$ cat config.mk
export PLATFORM = sky130hd
export DESIGN_NAME = nco_increment_buffer
export DESIGN_NICKNAME = d
export VERILOG_FILES = /design/src/hw/nco_increment_buffer.v /design/src/hw/byte_field_reg.v /design/src/hw/falling_edge_detect.v
export VERILOG_INCLUDE_DIRS = /design/src /design/src/hw
export SDC_FILE = /design/constraint.sdc
export NUM_CORES = 1
export LEC_CHECK = 0
export BUFFER_PORTS_ARGS = -buffer_cell sky130_fd_sc_hd__buf_2
export CAP_MARGIN = 10
export CORE_MARGIN = 8
export CORE_UTILIZATION = 30
export DETAILED_ROUTE_END_ITERATION = 10
export PLACE_DENSITY = 0.67
export SLEW_MARGIN = 30
export SYNTH_ARGS = -nofsm -noshare
export SYNTH_HDL_FRONTEND = slang
export SYNTH_HIERARCHICAL = 1
export SYNTH_SLANG_ARGS = --single-unit
$ cat constraint.sdc
create_clock -name core_clk -period 1.5 [get_ports core_clk]
set_clock_uncertainty 0.15 [all_clocks]
set_input_delay 0 -clock core_clk [delete_from_list [all_inputs] [get_ports core_clk]]
set_output_delay 0 -clock core_clk [all_outputs]
set_load 0.05 [all_outputs]
$ cat src/hw/nco_increment_defs.vh
`ifndef NCO_INCREMENT_DEFS_VH
`define NCO_INCREMENT_DEFS_VH

// ----------------------------------------
// register byte addresses
// ----------------------------------------
`define ADDR_WIDTH           12
`define ADDR_INC_LOW         12'h000
`define ADDR_INC_HIGH        12'h004
`define ADDR_INC_UPPER       12'h008
`define ADDR_SHADOW          12'h00c
`define ADDR_STATUS          12'h010

// ----------------------------------------
// field layout and reset values
// ----------------------------------------
`define INC_WIDTH            20
`define UPPER_WIDTH          4
`define RESET_INC_LOW        8'h01
`define RESET_INC_HIGH       8'h00
`define RESET_INC_UPPER      4'h0
`define RESET_SHADOW         20'h0_0001
`define STATUS_PENDING_BIT   0

`endif

$ cat src/hw/nco_increment_buffer.v
// Function
// - increment is upper nibble, high byte, low byte, msb to lsb
// - shadow buffer loads all 20 bits on first oscillator falling edge after low write
// - reset loads low byte with one, clears high and upper
// - upper register bits 7-4 ignore writes and read zero
`timescale 1ns/1ps
`include "nco_increment_defs.vh"

module nco_increment_buffer (
	input  wire                   core_clk,
	input  wire                   reset_n,
	input  wire                   psel,
	input  wire                   penable,
	input  wire                   pwrite,
	input  wire [11:0]            paddr,
	input  wire [31:0]            pwdata,
	output reg  [31:0]            prdata,
	output reg                    pready,
	output reg                    pslverr,
	input  wire                   oscillator_source_clock,
	output reg  [19:0]            synth_increment_word,
	output reg                    transfer_pending
);

	// ----------------------------------------
	// apb access decode
	// ----------------------------------------
	wire        setup_phase;
	wire        access_done;
	wire        write_done;
	wire        hit_low;
	wire        hit_high;
	wire        hit_upper;
	wire        hit_shadow;
	wire        hit_status;
	wire        mapped;
	wire [7:0]  increment_low_byte;
	wire [7:0]  increment_high_byte;
	wire [3:0]  increment_upper_nibble;
	wire [19:0] phase_increment_value;
	wire        osc_fall;
	reg  [31:0] next_prdata;

	assign setup_phase = psel & ~penable;
	assign access_done = psel & penable & pready;
	assign write_done  = access_done & pwrite;
	assign hit_low     = (paddr == `ADDR_INC_LOW);
	assign hit_high    = (paddr == `ADDR_INC_HIGH);
	assign hit_upper   = (paddr == `ADDR_INC_UPPER);
	assign hit_shadow  = (paddr == `ADDR_SHADOW);
	assign hit_status  = (paddr == `ADDR_STATUS);
	assign mapped      = hit_low | hit_high | hit_upper | hit_shadow | hit_status;

	// ----------------------------------------
	// increment registers
	// ----------------------------------------
	byte_field_reg #(
		.WIDTH       (8),
		.RESET_VALUE (`RESET_INC_LOW)
	) u_low (
		.core_clk   (core_clk),
		.reset_n    (reset_n),
		.write_en   (write_done & hit_low),
		.write_data (pwdata[7:0]),
		.value      (increment_low_byte)
	);

	byte_field_reg #(
		.WIDTH       (8),
		.RESET_VALUE (`RESET_INC_HIGH)
	) u_high (
		.core_clk   (core_clk),
		.reset_n    (reset_n),
		.write_en   (write_done & hit_high),
		.write_data (pwdata[7:0]),
		.value      (increment_high_byte)
	);

	// only four bits are stored, so bits 7-4 cannot take a write
	byte_field_reg #(
		.WIDTH       (4),
		.RESET_VALUE (`RESET_INC_UPPER)
	) u_upper (
		.core_clk   (core_clk),
		.reset_n    (reset_n),
		.write_en   (write_done & hit_upper),
		.write_data (pwdata[3:0]),
		.value      (increment_upper_nibble)
	);

	assign phase_increment_value = {increment_upper_nibble, increment_high_byte,
		increment_low_byte};

	// ----------------------------------------
	// shadow buffer transfer
	// ----------------------------------------
	falling_edge_detect u_osc_edge (
		.core_clk (core_clk),
		.reset_n  (reset_n),
		.level    (oscillator_source_clock),
		.fall     (osc_fall)
	);

	// a new low write in the same cycle as an edge keeps the request alive
	always @(posedge core_clk) begin
		if (!reset_n) begin
			transfer_pending     <= 1'b0;
			synth_increment_word <= `RESET_SHADOW;
		end else begin
			transfer_pending <= (write_done & hit_low) | (transfer_pending & ~osc_fall);
			if (transfer_pending & osc_fall) begin
				synth_increment_word <= phase_increment_value;
			end
		end
	end

	// ----------------------------------------
	// read data and answer
	// ----------------------------------------
	always @* begin
		next_prdata = 32'h0000_0000;
		if (hit_low) begin
			next_prdata[7:0] = increment_low_byte;
		end else if (hit_high) begin
			next_prdata[7:0] = increment_high_byte;
		end else if (hit_upper) begin
			next_prdata[3:0] = increment_upper_nibble;
		end else if (hit_shadow) begin
			next_prdata[19:0] = synth_increment_word;
		end else if (hit_status) begin
			next_prdata[`STATUS_PENDING_BIT] = transfer_pending;
		end
	end

	// one wait-free access cycle: ready is raised by the setup cycle
	always @(posedge core_clk) begin
		if (!reset_n) begin
			pready  <= 1'b0;
			pslverr <= 1'b0;
			prdata  <= 32'h0000_0000;
		end else if (setup_phase) begin
			pready  <= 1'b1;
			pslverr <= ~mapped;
			prdata  <= pwrite ? 32'h0000_0000 : next_prdata;
		end else begin
			pready  <= 1'b0;
			pslverr <= 1'b0;
			prdata  <= 32'h0000_0000;
		end
	end

endmodule

$ cat src/hw/byte_field_reg.v
`timescale 1ns/1ps

module byte_field_reg #(
	parameter WIDTH = 8,
	parameter [WIDTH-1:0] RESET_VALUE = {WIDTH{1'b0}}
) (
	input  wire             core_clk,
	input  wire             reset_n,
	input  wire             write_en,
	input  wire [WIDTH-1:0] write_data,
	output reg  [WIDTH-1:0] value
);

	always @(posedge core_clk) begin
		if (!reset_n) begin
			value <= RESET_VALUE;
		end else if (write_en) begin
			value <= write_data;
		end
	end

endmodule

$ cat src/hw/falling_edge_detect.v
`timescale 1ns/1ps

module falling_edge_detect (
	input  wire core_clk,
	input  wire reset_n,
	input  wire level,
	output wire fall
);

	reg level_prev;

	// starts low: a history of one would turn a low level at release into a false fall
	always @(posedge core_clk) begin
		if (!reset_n) begin
			level_prev <= 1'b0;
		end else begin
			level_prev <= level;
		end
	end

	assign fall = level_prev & ~level;

endmodule

======== Word-level counts from Yosys, hierarchy flattened ========
Cells that the tools add are included.
operators by class
  equality and inequality tests ........... 4
  multiplexer cells ....................... 8
  bitwise logic cells ..................... 22
  reductions and logical operators ........ 4
operators by type and width
  kind                                                              count
  12-bit by 4-bit == test with 1-bit output, second input constant  2
  19-bit 2-to-1 mux                                                 1
  16-bit 2-to-1 mux                                                 1
  8-bit 2-to-1 mux                                                  2
  12-bit by 3-bit == test with 1-bit output, second input constant  1
  12-bit by 5-bit == test with 1-bit output, second input constant  1
  12-bit logical NOT                                                1
  1-bit bitwise AND                                                 10
  1-bit inverter                                                    7
  7-bit OR reduction                                                1
  1-bit bitwise OR                                                  5
  4-bit 2-to-1 mux                                                  1
  1-bit 2-to-1 mux                                                  3
  3-bit OR reduction                                                1
  2-bit AND reduction                                               1
storage, ports and cells
  flip-flop bits (word level) ............. 76
  word-level logic and storage cells ...... 49

======== Longest topological paths before layout ========
Gate-level depths: netlist of run 1.
  depth after elaboration ................. 6
  mapped depth ............................ 6
  depth with buffers taken out ............ 5

======== By module ========
Netlist of run 1, hierarchy kept.
by module, submodules not included
  module                    times used  cells an instance  area an instance (sq um)
  nco_increment_buffer      1           209                1,883.1
  byte_field_reg (u_high)   1           25                 301.5
  byte_field_reg (u_low)    1           25                 299.0
  byte_field_reg (u_upper)  1           13                 156.4
  falling_edge_detect       1           3                  36.3

======== Worst setup path before layout of run 1 ========
No wires, ideal clock.
  kind .................................... register to register
  start ................................... register pready
  end ..................................... register u_upper.value[0]
  arrival ................................. 1.618 ns
  path slack .............................. -0.384 ns
  stages on the path, launching flop included .. 7
  path buffers ............................ 1
  cell sequence ........................... dfxtp_1 -> and4_1 -> nand4_1 -> nor3b_1 -> buf_6 -> mux2i_1 -> nor2b_1
between the ends
  longest elaborated chain between the ends .. 3
ends and longest elaborated chain
  what                      RTL line                    text
  start: declaration        nco_increment_buffer.v:18   output reg pready,
  start signal: assignment  nco_increment_buffer.v:138  pready <= 1'b0;
  start signal: assignment  nco_increment_buffer.v:142  pready <= 1'b1;
  start signal: assignment  nco_increment_buffer.v:146  pready <= 1'b0;
  1-bit bitwise AND         nco_increment_buffer.v:45   assign access_done = psel & penable & pready;
  1-bit bitwise AND         nco_increment_buffer.v:46   assign write_done = access_done & pwrite;
  1-bit bitwise AND         nco_increment_buffer.v:86   .write_en (write_done & hit_upper),
  end signal: assignment    byte_field_reg.v:18         value <= write_data;
  end: declaration          byte_field_reg.v:11         output reg [WIDTH-1:0] value
Every way passes these cells.
A chain may end at the register's enable or synchronous reset.

======== Final worst setup path of run 1 ========
  start ................................... register pready
  end ..................................... register u_high.value[7]
between the ends
  longest elaborated chain between the ends .. 3
ends and longest elaborated chain
  what                    RTL line                   text
  1-bit bitwise AND       nco_increment_buffer.v:45
  1-bit bitwise AND       nco_increment_buffer.v:46
  1-bit bitwise AND       nco_increment_buffer.v:74  .write_en (write_done & hit_high),
  end signal: assignment  byte_field_reg.v:18
  end: declaration        byte_field_reg.v:11
Every way passes these cells.

==> results_dict.tcl, run 1 <==
set metrics [dict create \
    outcome "finished, violations left" \
    violations "negative hold slack, negative setup slack" \
    detail_route.first_pass.iterations 4 \
    clk_root_buffer_cell "clkbuf_8" \
    worst_hold_path_class "input port to flop" \
    setup_slack_ns -0.0697 \
    internal_power_mw 2.54 \
    final_critical_period_ns 1.57 \
    num-nets-final 428 \
    synth_top_cells_by_area "dfxtp_1, mux2i_1, nand2_1" \
    crit_path_start_kind "flop" \
    chipWidth_um 110 \
    floorplan.core_area_um2 8680 \
    final-instance-count-excl-fill 491 \
    ys_warn_count 6 \
    dieHeight_um 110 \
    timing.reg2reg.setup_slack_ns -0.07 \
    synth_area_um2 2680 \
    syn_avg_cell_area_um2 9.73 \
    multi_input_area_um2 1220 \
    synthDominantCellAreaShare_pct 47.9 \
    cts_buffer_depth 2 \
    route.detailed.wl_per_inst_um 14.3 \
    detailed_placement_wirelength_estimate_um 5210 \
    grt_util_met1_pct 11.1 \
    antenna_found_initial 0 \
    grt_util_met2_pct 20.7 \
    p_sw_mw 0.847 \
    worstRegToRegCells 6 \
    filler_cell_count 891 \
    gate_power_share_pct 8.1 \
    overall_die_area_um2 12200 \
    setup_viol 12 \
    critical-path-slowest-cell "dfxtp_4" \
    grt_start_max_net_pins 45 \
    power.sequential.fraction_pct 50.2 \
    slew_viol_final 0 \
    synth.top_cells.by_count "dfxtp_1, nand2_1, mux2i_1" \
    vdd.ir_drop.worst_mv 0.407 \
    first_iter_violations 150 \
    arrival_time_at_the_worst_endpoint_ns 1.66 \
    power_mw 3.39 \
    worstPathRequired_ns 1.59 \
    via_per_inst 4.46 \
    switching_share_pct 25.0 \
    tritoncts "built" \
    drt.antenna.violating_nets 0 \
    power-per-cell-area_nw_per_um2 944 \
    placedCellCount 455 \
    layout-drive-gt1-share_pct 32.6 \
    antenna_cells 0 \
    placementRows 34 \
    final_routed_wirelength_um 7010 \
    cap_viol_max_count 0 \
    worst-path-max-fanout 8 \
    syn_inst 275 \
    synth.distinct_cells 36 \
    cts.sinks 64 \
    source_to_sink_clock_delay_at_the_later_pin_of_the_worst_skew_pair_ns 0.34 \
    global_route.overflow_total 0 \
    cellLeakagePower_nw 1.44 \
    synth_top_area_cell "dfxtp_1" \
    buffer_ports.inserted 68 \
    fin_hold_ws_ns -0.0754 \
    ff_latch_area_um2 1290 \
    async_flop_share_pct 0 \
    grt_setup_unrepaired "yes" \
    count_of_flip_flops_with_a_built_in_enable_after_synthesis 0 \
    preCtsSetupSlack_ns -0.156 \
    grt_pass1_vias 2309 \
    boundary_pin_count 105 \
    synthMostInstantiatedCell "dfxtp_1" \
    critical-path-max-stage-delay_ns 0.34 \
    clk_pin_slew_worst_paths_ns 0.07 \
    drc 0 \
    dominantRegCellSynth "dfxtp_1" \
    path_cells "and4_4 -> nand4_1 -> nor2_1 -> buf_6 -> mux2i_1 -> nor2b_1" \
    synth_seq_area_share_pct 47.9 \
    worst_hold_path.num_cells 4 \
    floorplan.initialDensity_pct 30.8 \
    dr_total_vias 2191 \
    busiest_layer "met2" \
    grt_pass1_wl_um 11300 \
    gpl.final_weighted_congestion 0.756 \
    synthToLayoutAreaGrowth_pct 34.0 \
    cts-htree-levels 3 \
    yosys_register_bits 64 \
    fmax_mhz 637 \
    number_of_hold_slack_violations_in_the_final_timing_report 7 \
    gr-usage-all-layers_pct 11.4 \
    share_clk_of_total_power_pct 41.6 \
    timing.critical_path.to_type "flop" \
    met3_usage_pct 4.06 \
    min_period_over_period_pct 105 \
    critical_path_start_end_classification "flop to flop" \
    cts_inserted_buffers 9 \
]
## timing repair
action | in CTS | in global routing
hold buffers | 17 | 2
pin swaps | 3 | 5
buffers inserted | 0 | 2
endpoints found under the setup margin | 16 | 28
hold endpoints to repair | 32 | 8
resized for setup | 1 | 6
## cells in the final DEF, fill, tap and decap left out, types with 2 or more instances in the layout
cell,count
buf_2,68
dfxtp_1,62
nand2_1,45
mux2i_1,27
a21boi_0,19
nor2b_1,19
dlygate4sd3_1,18
inv_1,16
buf_4,16
conb_1,12
clkbuf_8,12
nor2_1,7
nor3_1,7
nor3_2,5
a2bb2oi_1,4
nor2_2,3
nand4_1,3
and2_1,3
o2bb2ai_1,3
a211oi_1,3
clkinvlp_4,3
buf_6,3
nor4_4,2
nand2b_1,2
nand3b_1,2
o21ai_0,2
## state kept, by name, summed over array words and instances (netlist names)
| name | count |
|---|---|
| synth_increment_word | 20 |
| pslverr | 1 |
| u_upper/value | 4 |
| u_osc_edge/level_prev | 1 |
| transfer_pending | 1 |
| pready | 1 |
| u_high/value | 8 |
| prdata | 20 |
| u_low/value | 8 |
## area by class of cell
cell class	count	area share [%]
Clock buffer	12	4.61
Clock inverter	4	0.768
Inverter	16	1.67
Multi-Input combinational cell	181	33.9
Sequential cell	64	35.9
Tap cell	108	3.77
Timing Repair Buffer	106	19.4
## metrics by stage
step / util, % / setup TNS, ns / area [µm²]
after floorplan: - / -0.986 / 2730
after global placement: 36.6 / -0.972 / 3180
after detailed placement: 36.6 / -1.56 / 3180
after CTS: 40.8 / -1.39 / 3540
after global routing: 41.3 / -1.77 / 3590
final: 41.3 / -0.554 / 3590
## power groups by stage
stage                     clock, mW  combinational [mW]  sequential, mW
after global routing           1.52               0.290            1.70
after detailed placement          0               0.232            1.74
after global placement            0               0.230            1.74
final                          1.41               0.275            1.70
after CTS                      1.45               0.265            1.70
after floorplan                   0               0.159            1.75
## cell families after synthesis
group	share of synthesized area [%]
AO/OA/AOI/OAI	9.72
buffers and inverters	8.74
flip-flops	47.9
multiplexers	10.5
other	0.140
AND/OR/NAND/NOR	23.0
## critical path, delay by kind of cell, from the launching register on
| family | cells | cell delay (ns) |
|---|---|---|
| AND/OR/NAND/NOR | 4 | 0.59 |
| flip-flops | 1 | 0.34 |
| multiplexers | 1 | 0.21 |
| buffers and inverters | 1 | 0.17 |
## final timing paths
kind	end	start
max	u_high/value[7]	pready
min	transfer_pending	paddr[2]
max reg2reg	u_high/value[7]	pready
min reg2reg	prdata[9]	synth_increment_word[9]
## per-layer routing
metal / vias to the layer above / part of all wire, %
li1: 1099 / -
met1: 1033 / 40
met2: 50 / 53
met3: 9 / 5.3
met4: 0 / 1.9
met5: - / 0
No activity file was read; power rests on OpenSTA's default activity.
==> inputs of run 2 (changes only) <==
--- a/config.mk
+++ b/config.mk
@@ -12,6 +12,7 @@
 export CORE_UTILIZATION = 30
 export DETAILED_ROUTE_END_ITERATION = 10
 export PLACE_DENSITY = 0.67
+export SETUP_SLACK_MARGIN = 0.3
 export SLEW_MARGIN = 30
 export SYNTH_ARGS = -nofsm -noshare
 export SYNTH_HDL_FRONTEND = slang
==> run 2 against run 1 <==
Compared with the run above: worst setup slack got worse by 0.022 ns; register-to-register slack got worse by 0.02 ns; global-route usage increased by 0.49 points; sequential cell count unchanged; sequential share of layout area decreased by 1.4 points; routed wire length increased by 6.4%; sequential power about the same; via count increased by 3.3%; clock power increased by 6%; the run still ends with negative hold slack, negative setup slack left; hold slack got worse by 0.058 ns; cell area increased by 5.0%; total power increased by 2.1%.
==> results_dict.tcl, run 2 (synthesized netlist as in run 1, its figures left out) <==
set metrics [dict create \
    outcome "finished, violations left" \
    violations "negative hold slack, negative setup slack" \
    buffer_ports.inserted 68 \
    gr-usage-all-layers_pct 11.9 \
    worst_hold_path.num_cells 3 \
    cts_buffer_depth 2 \
    antenna_found_initial 0 \
    clk_pin_slew_worst_paths_ns 0.08 \
    floorplan.core_area_um2 8680 \
    power.sequential.fraction_pct 49.1 \
    setup_tns_ns -0.901 \
    grt_start_max_net_pins 45 \
    timing.reg2reg.setup_slack_ns -0.09 \
    setup_slack_ns -0.0912 \
    cts.sinks 64 \
    slew_viol_final 0 \
    critical-path-max-stage-delay_ns 0.34 \
    most-common-layout-cells "dfxtp_1, buf_2, mux2i_1, nand2_2, nor2b_1" \
    internal_power_mw 2.56 \
    route.detailed.wl_per_inst_um 15.3 \
    first_iter_violations 88 \
    p_sw_mw 0.895 \
    postCtsSetupBuffers 0 \
    final-instance-count-excl-fill 487 \
    layout-drive-gt1-share_pct 43.8 \
    drt.antenna.violating_nets 0 \
    grt_setup_unrepaired "yes" \
    timing.critical_path.to_type "flop" \
    design_area_um2 3760 \
    cts_inserted_buffers 9 \
    overall_die_area_um2 12200 \
    biggestRegsByFlops "prdata (20), synth_increment_word (20)" \
    source_to_sink_clock_delay_at_the_later_pin_of_the_worst_skew_pair_ns 0.34 \
    preCtsSetupSlack_ns -0.0985 \
    dieHeight_um 110 \
    path_cells "and4_1 -> nand4_1 -> nor3b_2 -> buf_4 -> mux2i_1 -> nor2b_1" \
    critical_path_start_end_classification "flop to flop" \
    detailed_placement_wirelength_estimate_um 5120 \
    dr_wl_met3_um 408 \
    switching_share_pct 25.9 \
    setup_viol 12 \
    crit_path_start_kind "flop" \
    dr_total_vias 2264 \
    final_critical_period_ns 1.59 \
    fin_hold_ws_ns -0.134 \
    chipWidth_um 110 \
    cts-htree-levels 3 \
    share_clk_of_total_power_pct 43.1 \
    grt_pass1_wl_um 11600 \
    vdd.ir_drop.worst_mv 0.395 \
    filler_cell_count 848 \
    tritoncts "built" \
    hp-start "paddr[4]" \
    cap_viol_max_count 0 \
    clk_root_buffer_cell "clkbuf_8" \
    via_per_inst 4.65 \
    drc 0 \
    fmax_mhz 628 \
    grt_pass1_vias 2300 \
    worstPathRequired_ns 1.59 \
    final_routed_wirelength_um 7470 \
    worst_path_dominant_cell_family "simple AND/OR/NAND/NOR gates" \
    critical_path.reg2reg.endpoint "u_upper/value[1]" \
    bufs_and_invs_on_worst_path 1 \
    number_of_hold_slack_violations_in_the_final_timing_report 3 \
    worst-path-max-fanout 4 \
    num-nets-final 424 \
    min_period_over_period_pct 106 \
    layout.cells.most_common "dfxtp_1" \
    detail_route.first_pass.iterations 4 \
    r2r-start "pready" \
    worstRegToRegCells 6 \
    multi_input_area_um2 1400 \
    floorplan.initialDensity_pct 30.8 \
    holdBufCountCts 14 \
    placed_area_um2 3160 \
    m1WireLength_um 2950 \
    cellLeakagePower_nw 1.47 \
    gate_power_share_pct 7.8 \
    gpl.final_weighted_congestion 0.777 \
    power-per-cell-area_nw_per_um2 918 \
    placedCellCount 453 \
    top_layer_used "met4" \
    placementRows 34 \
    ff_latch_area_um2 1300 \
    boundary_pin_count 105 \
    met2WireLength_um 3920 \
    global_route.overflow_total 0 \
    synthToLayoutAreaGrowth_pct 40.7 \
    critical-path-slowest-cell "dfxtp_4" \
    arrival_time_at_the_worst_endpoint_ns 1.68 \
    holdPathEnd "prdata[0]" \
    antenna_cells 0 \
    worst_hold_path_class "input port to flop" \
]
[run 2: cell types whose count changed in the layout (fill, tap and decap cells not counted), moves of 4 or more]
cell,change
a21boi_0,-19
a21boi_1,+10
a21boi_2,+9
buf_2,-13
clkbuf_4,+9
dfxtp_1,-4
dlygate4sd3_1,-5
nand2_1,-29
nand2_2,+19
nand2_4,+10
[run 2: cell type report]
| type | instances | area share, % |
|---|---|---|
| multi-input combinational | 184 | 37.1 |
| sequential | 64 | 34.4 |
| timing repair buffer | 99 | 18.1 |
| tap | 108 | 3.59 |
| clock buffer | 9 | 3.29 |
| clock inverter | 7 | 1.89 |
| inverter | 16 | 1.60 |
[run 2: metal layers]
layer	vias to the layer above	global-route usage, %
met1	1082	11.9
met2	66	20.9
met4	0	5.95
li1	1097	-
met5	-	0
met3	19	4.82
[run 2: how the worst max path moves through the flow]
stage                  endpoint  slack, ns  startpoint  depth (start not counted)
4_1_cts        u_upper/value[3]       -0.1      pready                          6
3_5_place_dp    u_high/value[5]       -0.1      pready                          6
3_3_place_gp    u_high/value[0]      -0.04      pready                          6
5_1_grt        u_upper/value[0]      -0.19      pready                          6
2_1_floorplan  u_upper/value[0]       -0.1      pready                          6
6_report       u_upper/value[1]      -0.09      pready                          6
[run 2: tightest hold or removal path, delay by kind of cell]
kind                   cells  cell delay [ns]
and+or+nand+nor            1             0.12
AOI/OAI and AO/OA          1             0.07
buffers and inverters      1             0.12
[run 2: repair_timing]
item                       4_1_cts  5_1_grt
setup endpoints to repair       25       48
cloned                           3        1
resized for setup               11       79
pin swaps                        4       49
hold endpoints to repair        26        3
[run 2: power by group through the flow]
stage	combinational (mW)	sequential [mW]	clock, mW
after floorplan	0.160	1.74	0
after global placement	0.230	1.74	0
after detailed placement	0.233	1.74	0
after CTS	0.263	1.70	1.51
after global routing	0.286	1.70	1.59
final	0.269	1.70	1.49
[run 2: stage by stage]
stage / utilization [%] / total power [mW]
after floorplan: - / 1.90
after global placement: 36.4 / 1.97
after detailed placement: 36.4 / 1.97
after CTS: 40.8 / 3.47
after global routing: 43.4 / 3.58
final: 43.4 / 3.46
==> inputs of run 3 (changes only) <==
--- a/config.mk
+++ b/config.mk
@@ -6,12 +6,13 @@
 export SDC_FILE = /design/constraint.sdc
 export NUM_CORES = 1
 export LEC_CHECK = 0
+export ABC_AREA = 1
 export BUFFER_PORTS_ARGS = -buffer_cell sky130_fd_sc_hd__buf_2
 export CAP_MARGIN = 10
 export CORE_MARGIN = 8
 export CORE_UTILIZATION = 30
 export DETAILED_ROUTE_END_ITERATION = 10
-export PLACE_DENSITY = 0.67
+export PLACE_DENSITY = 0.66
 export SETUP_SLACK_MARGIN = 0.3
 export SLEW_MARGIN = 30
 export SYNTH_ARGS = -nofsm -noshare
==> run 3 against run 2 <==
Compared with the run above: critical endpoint is now u_low/value[7]; global-route usage rose by 0.53 points; register-to-register slack improved by 0.20 ns; critical path type unchanged; core utilization down 0.26 points; routed wire length rose by 8.9%; clock power barely moved; clock-buffer cell count up 4; non-clock buffer count increased by 15; the run now ends clean; final cell count up 23%; via count is 20% higher; critical path depth up 1; sequential cell count unchanged; fmax is 15% higher.
==> results_dict.tcl, run 3 <==
set metrics [dict create \
    synthDominantCellAreaShare_pct 46.1 \
    layout-drive-gt1-share_pct 34.4 \
    boundary_pin_count 105 \
    critical_path_start_end_classification "flop to flop" \
    detailed_placement_wirelength_estimate_um 5560 \
    grt_pass1_vias 2666 \
    synth_seq_area_share_pct 46.1 \
    antenna_found_initial 1 \
    placementRows 35 \
    ys_warn_count 6 \
    crit_path_start_kind "flop" \
    r2r-start "pready" \
    top_layer_used "met4" \
    filler_cell_count 902 \
    final_critical_period_ns 1.39 \
    tritoncts "built" \
    worstPathRequired_ns 1.59 \
    synth_area_um2 2780 \
    hp-start "reset_n" \
    critical_path.reg2reg.endpoint "u_low/value[7]" \
    critical-path-max-stage-delay_ns 0.34 \
    first_iter_violations 222 \
    slew_viol_final 0 \
    yosys_register_bits 64 \
    syn_avg_cell_area_um2 7.54 \
    path_cells "nand4_1 -> buf_4 -> nor2_4 -> buf_12 -> nand2_1 -> nand2_1 -> nor2_1" \
    final_routed_wirelength_um 8130 \
    synthMostInstantiatedCell "nor2_1" \
    cts-htree-levels 3 \
    grt_setup_unrepaired "yes" \
    placed_area_um2 3240 \
    number_of_hold_slack_violations_in_the_final_timing_report 0 \
    outcome "completed" \
    met2WireLength_um 3900 \
    buffer_ports.inserted 68 \
    crit_path_frequent_cell "nand2_1" \
    num-nets-final 532 \
    worst_hold_path.num_cells 4 \
    dr_total_vias 2719 \
    holdPathEnd "u_upper/value[0]" \
    route.detailed.wl_per_inst_um 13.6 \
    grt_start_max_net_pins 29 \
    grt_pass1_wl_um 12600 \
    via_per_inst 4.55 \
    dr_wl_met3_um 714 \
    gr-usage-all-layers_pct 12.4 \
    fin_hold_ws_ns 0.0329 \
    min_period_over_period_pct 92.5 \
    global_route.overflow_total 0 \
    count_of_flip_flops_with_a_built_in_enable_after_synthesis 0 \
    final-instance-count-excl-fill 598 \
    overall_die_area_um2 12600 \
    layout.cells.most_common "buf_2" \
    power-per-cell-area_nw_per_um2 890 \
    setup_tns_ns 0 \
    synth.distinct_cells 29 \
    m1WireLength_um 3310 \
    synth_top_area_cell "dfxtp_1" \
    async_flop_share_pct 0 \
    most-common-layout-cells "buf_2, nor2_1, dfxtp_1, nand2_1, inv_1" \
    floorplan.core_area_um2 9110 \
    source_to_sink_clock_delay_at_the_later_pin_of_the_worst_skew_pair_ns 0.34 \
    worst-path-max-fanout 17 \
    gpl.final_weighted_congestion 0.827 \
    arrival_time_at_the_worst_endpoint_ns 1.47 \
    syn_inst 369 \
    design_area_um2 3930 \
    drc 0 \
    chipWidth_um 112 \
    timing.critical_path.to_type "flop" \
    cellLeakagePower_nw 1.81 \
    cts_buffer_depth 2 \
    fmax_mhz 721 \
    cap_viol_max_count 0 \
    synth.top_cells.by_count "nor2_1, dfxtp_1, nand2_1" \
    dieHeight_um 112 \
    critical-path-slowest-cell "dfxtp_4" \
    synth_top_cells_by_area "dfxtp_1, nor2_1, nand2_1" \
    vdd.ir_drop.worst_mv 0.382 \
    drt.antenna.violating_nets 0 \
    dominantRegCellSynth "dfxtp_1" \
    clk_root_buffer_cell "clkbuf_8" \
    worstRegToRegCells 7 \
    placedCellCount 549 \
    cts_inserted_buffers 9 \
    synthToLayoutAreaGrowth_pct 41.2 \
    setup_viol 0 \
    clk_pin_slew_worst_paths_ns 0.07 \
    detail_route.first_pass.iterations 4 \
    biggestRegsByFlops "prdata (20), synth_increment_word (20)" \
    cts.sinks 64 \
    worst_hold_path_class "input port to flop" \
    timing.reg2reg.setup_slack_ns 0.11 \
    floorplan.initialDensity_pct 30.5 \
]
## run 3: final cells by class
| type | count | area, µm² | area share [%] |
|---|---|---|---|
| multi-input cells | 242 | 1280 | 32.7 |
| repair buffers | 114 | 810 | 20.6 |
| diodes | 1 | 2.50 | 0.0637 |
| clock inverters | 2 | 38.8 | 0.988 |
| well taps | 111 | 139 | 3.54 |
| inverters | 51 | 200 | 5.10 |
| clock buffers | 13 | 159 | 4.05 |
| flip-flops and latches | 64 | 1290 | 32.9 |
## run 3: worst max path at each step
stage,from,to,slack (ns),cells past startpoint
final,pready,u_low/value[7],0.11,7
after detailed placement,u_osc_edge/level_prev,synth_increment_word[7],0.03,6
after CTS,pready,u_low/value[2],0.19,7
after global routing,pready,u_low/value[1],0.09,7
after global placement,paddr[4],u_high/value[5],0.08,10
after floorplan,pready,u_high/value[4],0.12,7
## run 3: layer usage
metal	up-vias	global-route usage [%]
li1	1352	-
met1	1255	13.6
met3	19	5.58
met5	-	0
met4	0	5.04
met2	93	20.6
## run 3: cell families after synthesis
family | Yosys count | share of synthesized area (%)
compound gates | 52 | 10.1
buf+inv | 77 | 14.5
flops | 64 | 46.1
other cells | 1 | 0.135
simple gates | 175 | 29.2
## run 3: worst max-delay path: cells and delay by family (launching register included)
kind / cells / cell delay (ns)
and+or+nand+nor: 5 / 0.44
buffers and inverters: 2 / 0.35
DFF: 1 / 0.34
## run 3: what timing repair did
| item | CTS | global route |
|---|---|---|
| endpoints found under the setup margin | 41 | 45 |
| cloned | 3 | 1 |
| endpoints found under the hold margin | 31 | 0 |
| pin swaps | 5 | 9 |
| setup buffers | 4 | 6 |
| hold buffers | 19 | 0 |
| gates resized for setup | 14 | 38 |
## run 3: stage by stage
step / util, % / total power, mW / setup WS, ns
2_1_floorplan: - / 1.92 / 0.120
3_3_place_gp: 35.5 / 1.96 / 0.0810
3_5_place_dp: 35.5 / 1.97 / 0.0327
4_1_cts: 40.8 / 3.49 / 0.191
5_1_grt: 43.1 / 3.63 / 0.0945
6_report: 43.1 / 3.50 / 0.113
## run 3: power by group
part / switching, mW / leakage, nW / internal (mW)
sequential: 0.00159 / 0.518 / 1.70
combinational: 0.196 / 1.19 / 0.104
clock: 0.642 / 0.0997 / 0.854
total: 0.840 / 1.81 / 2.66
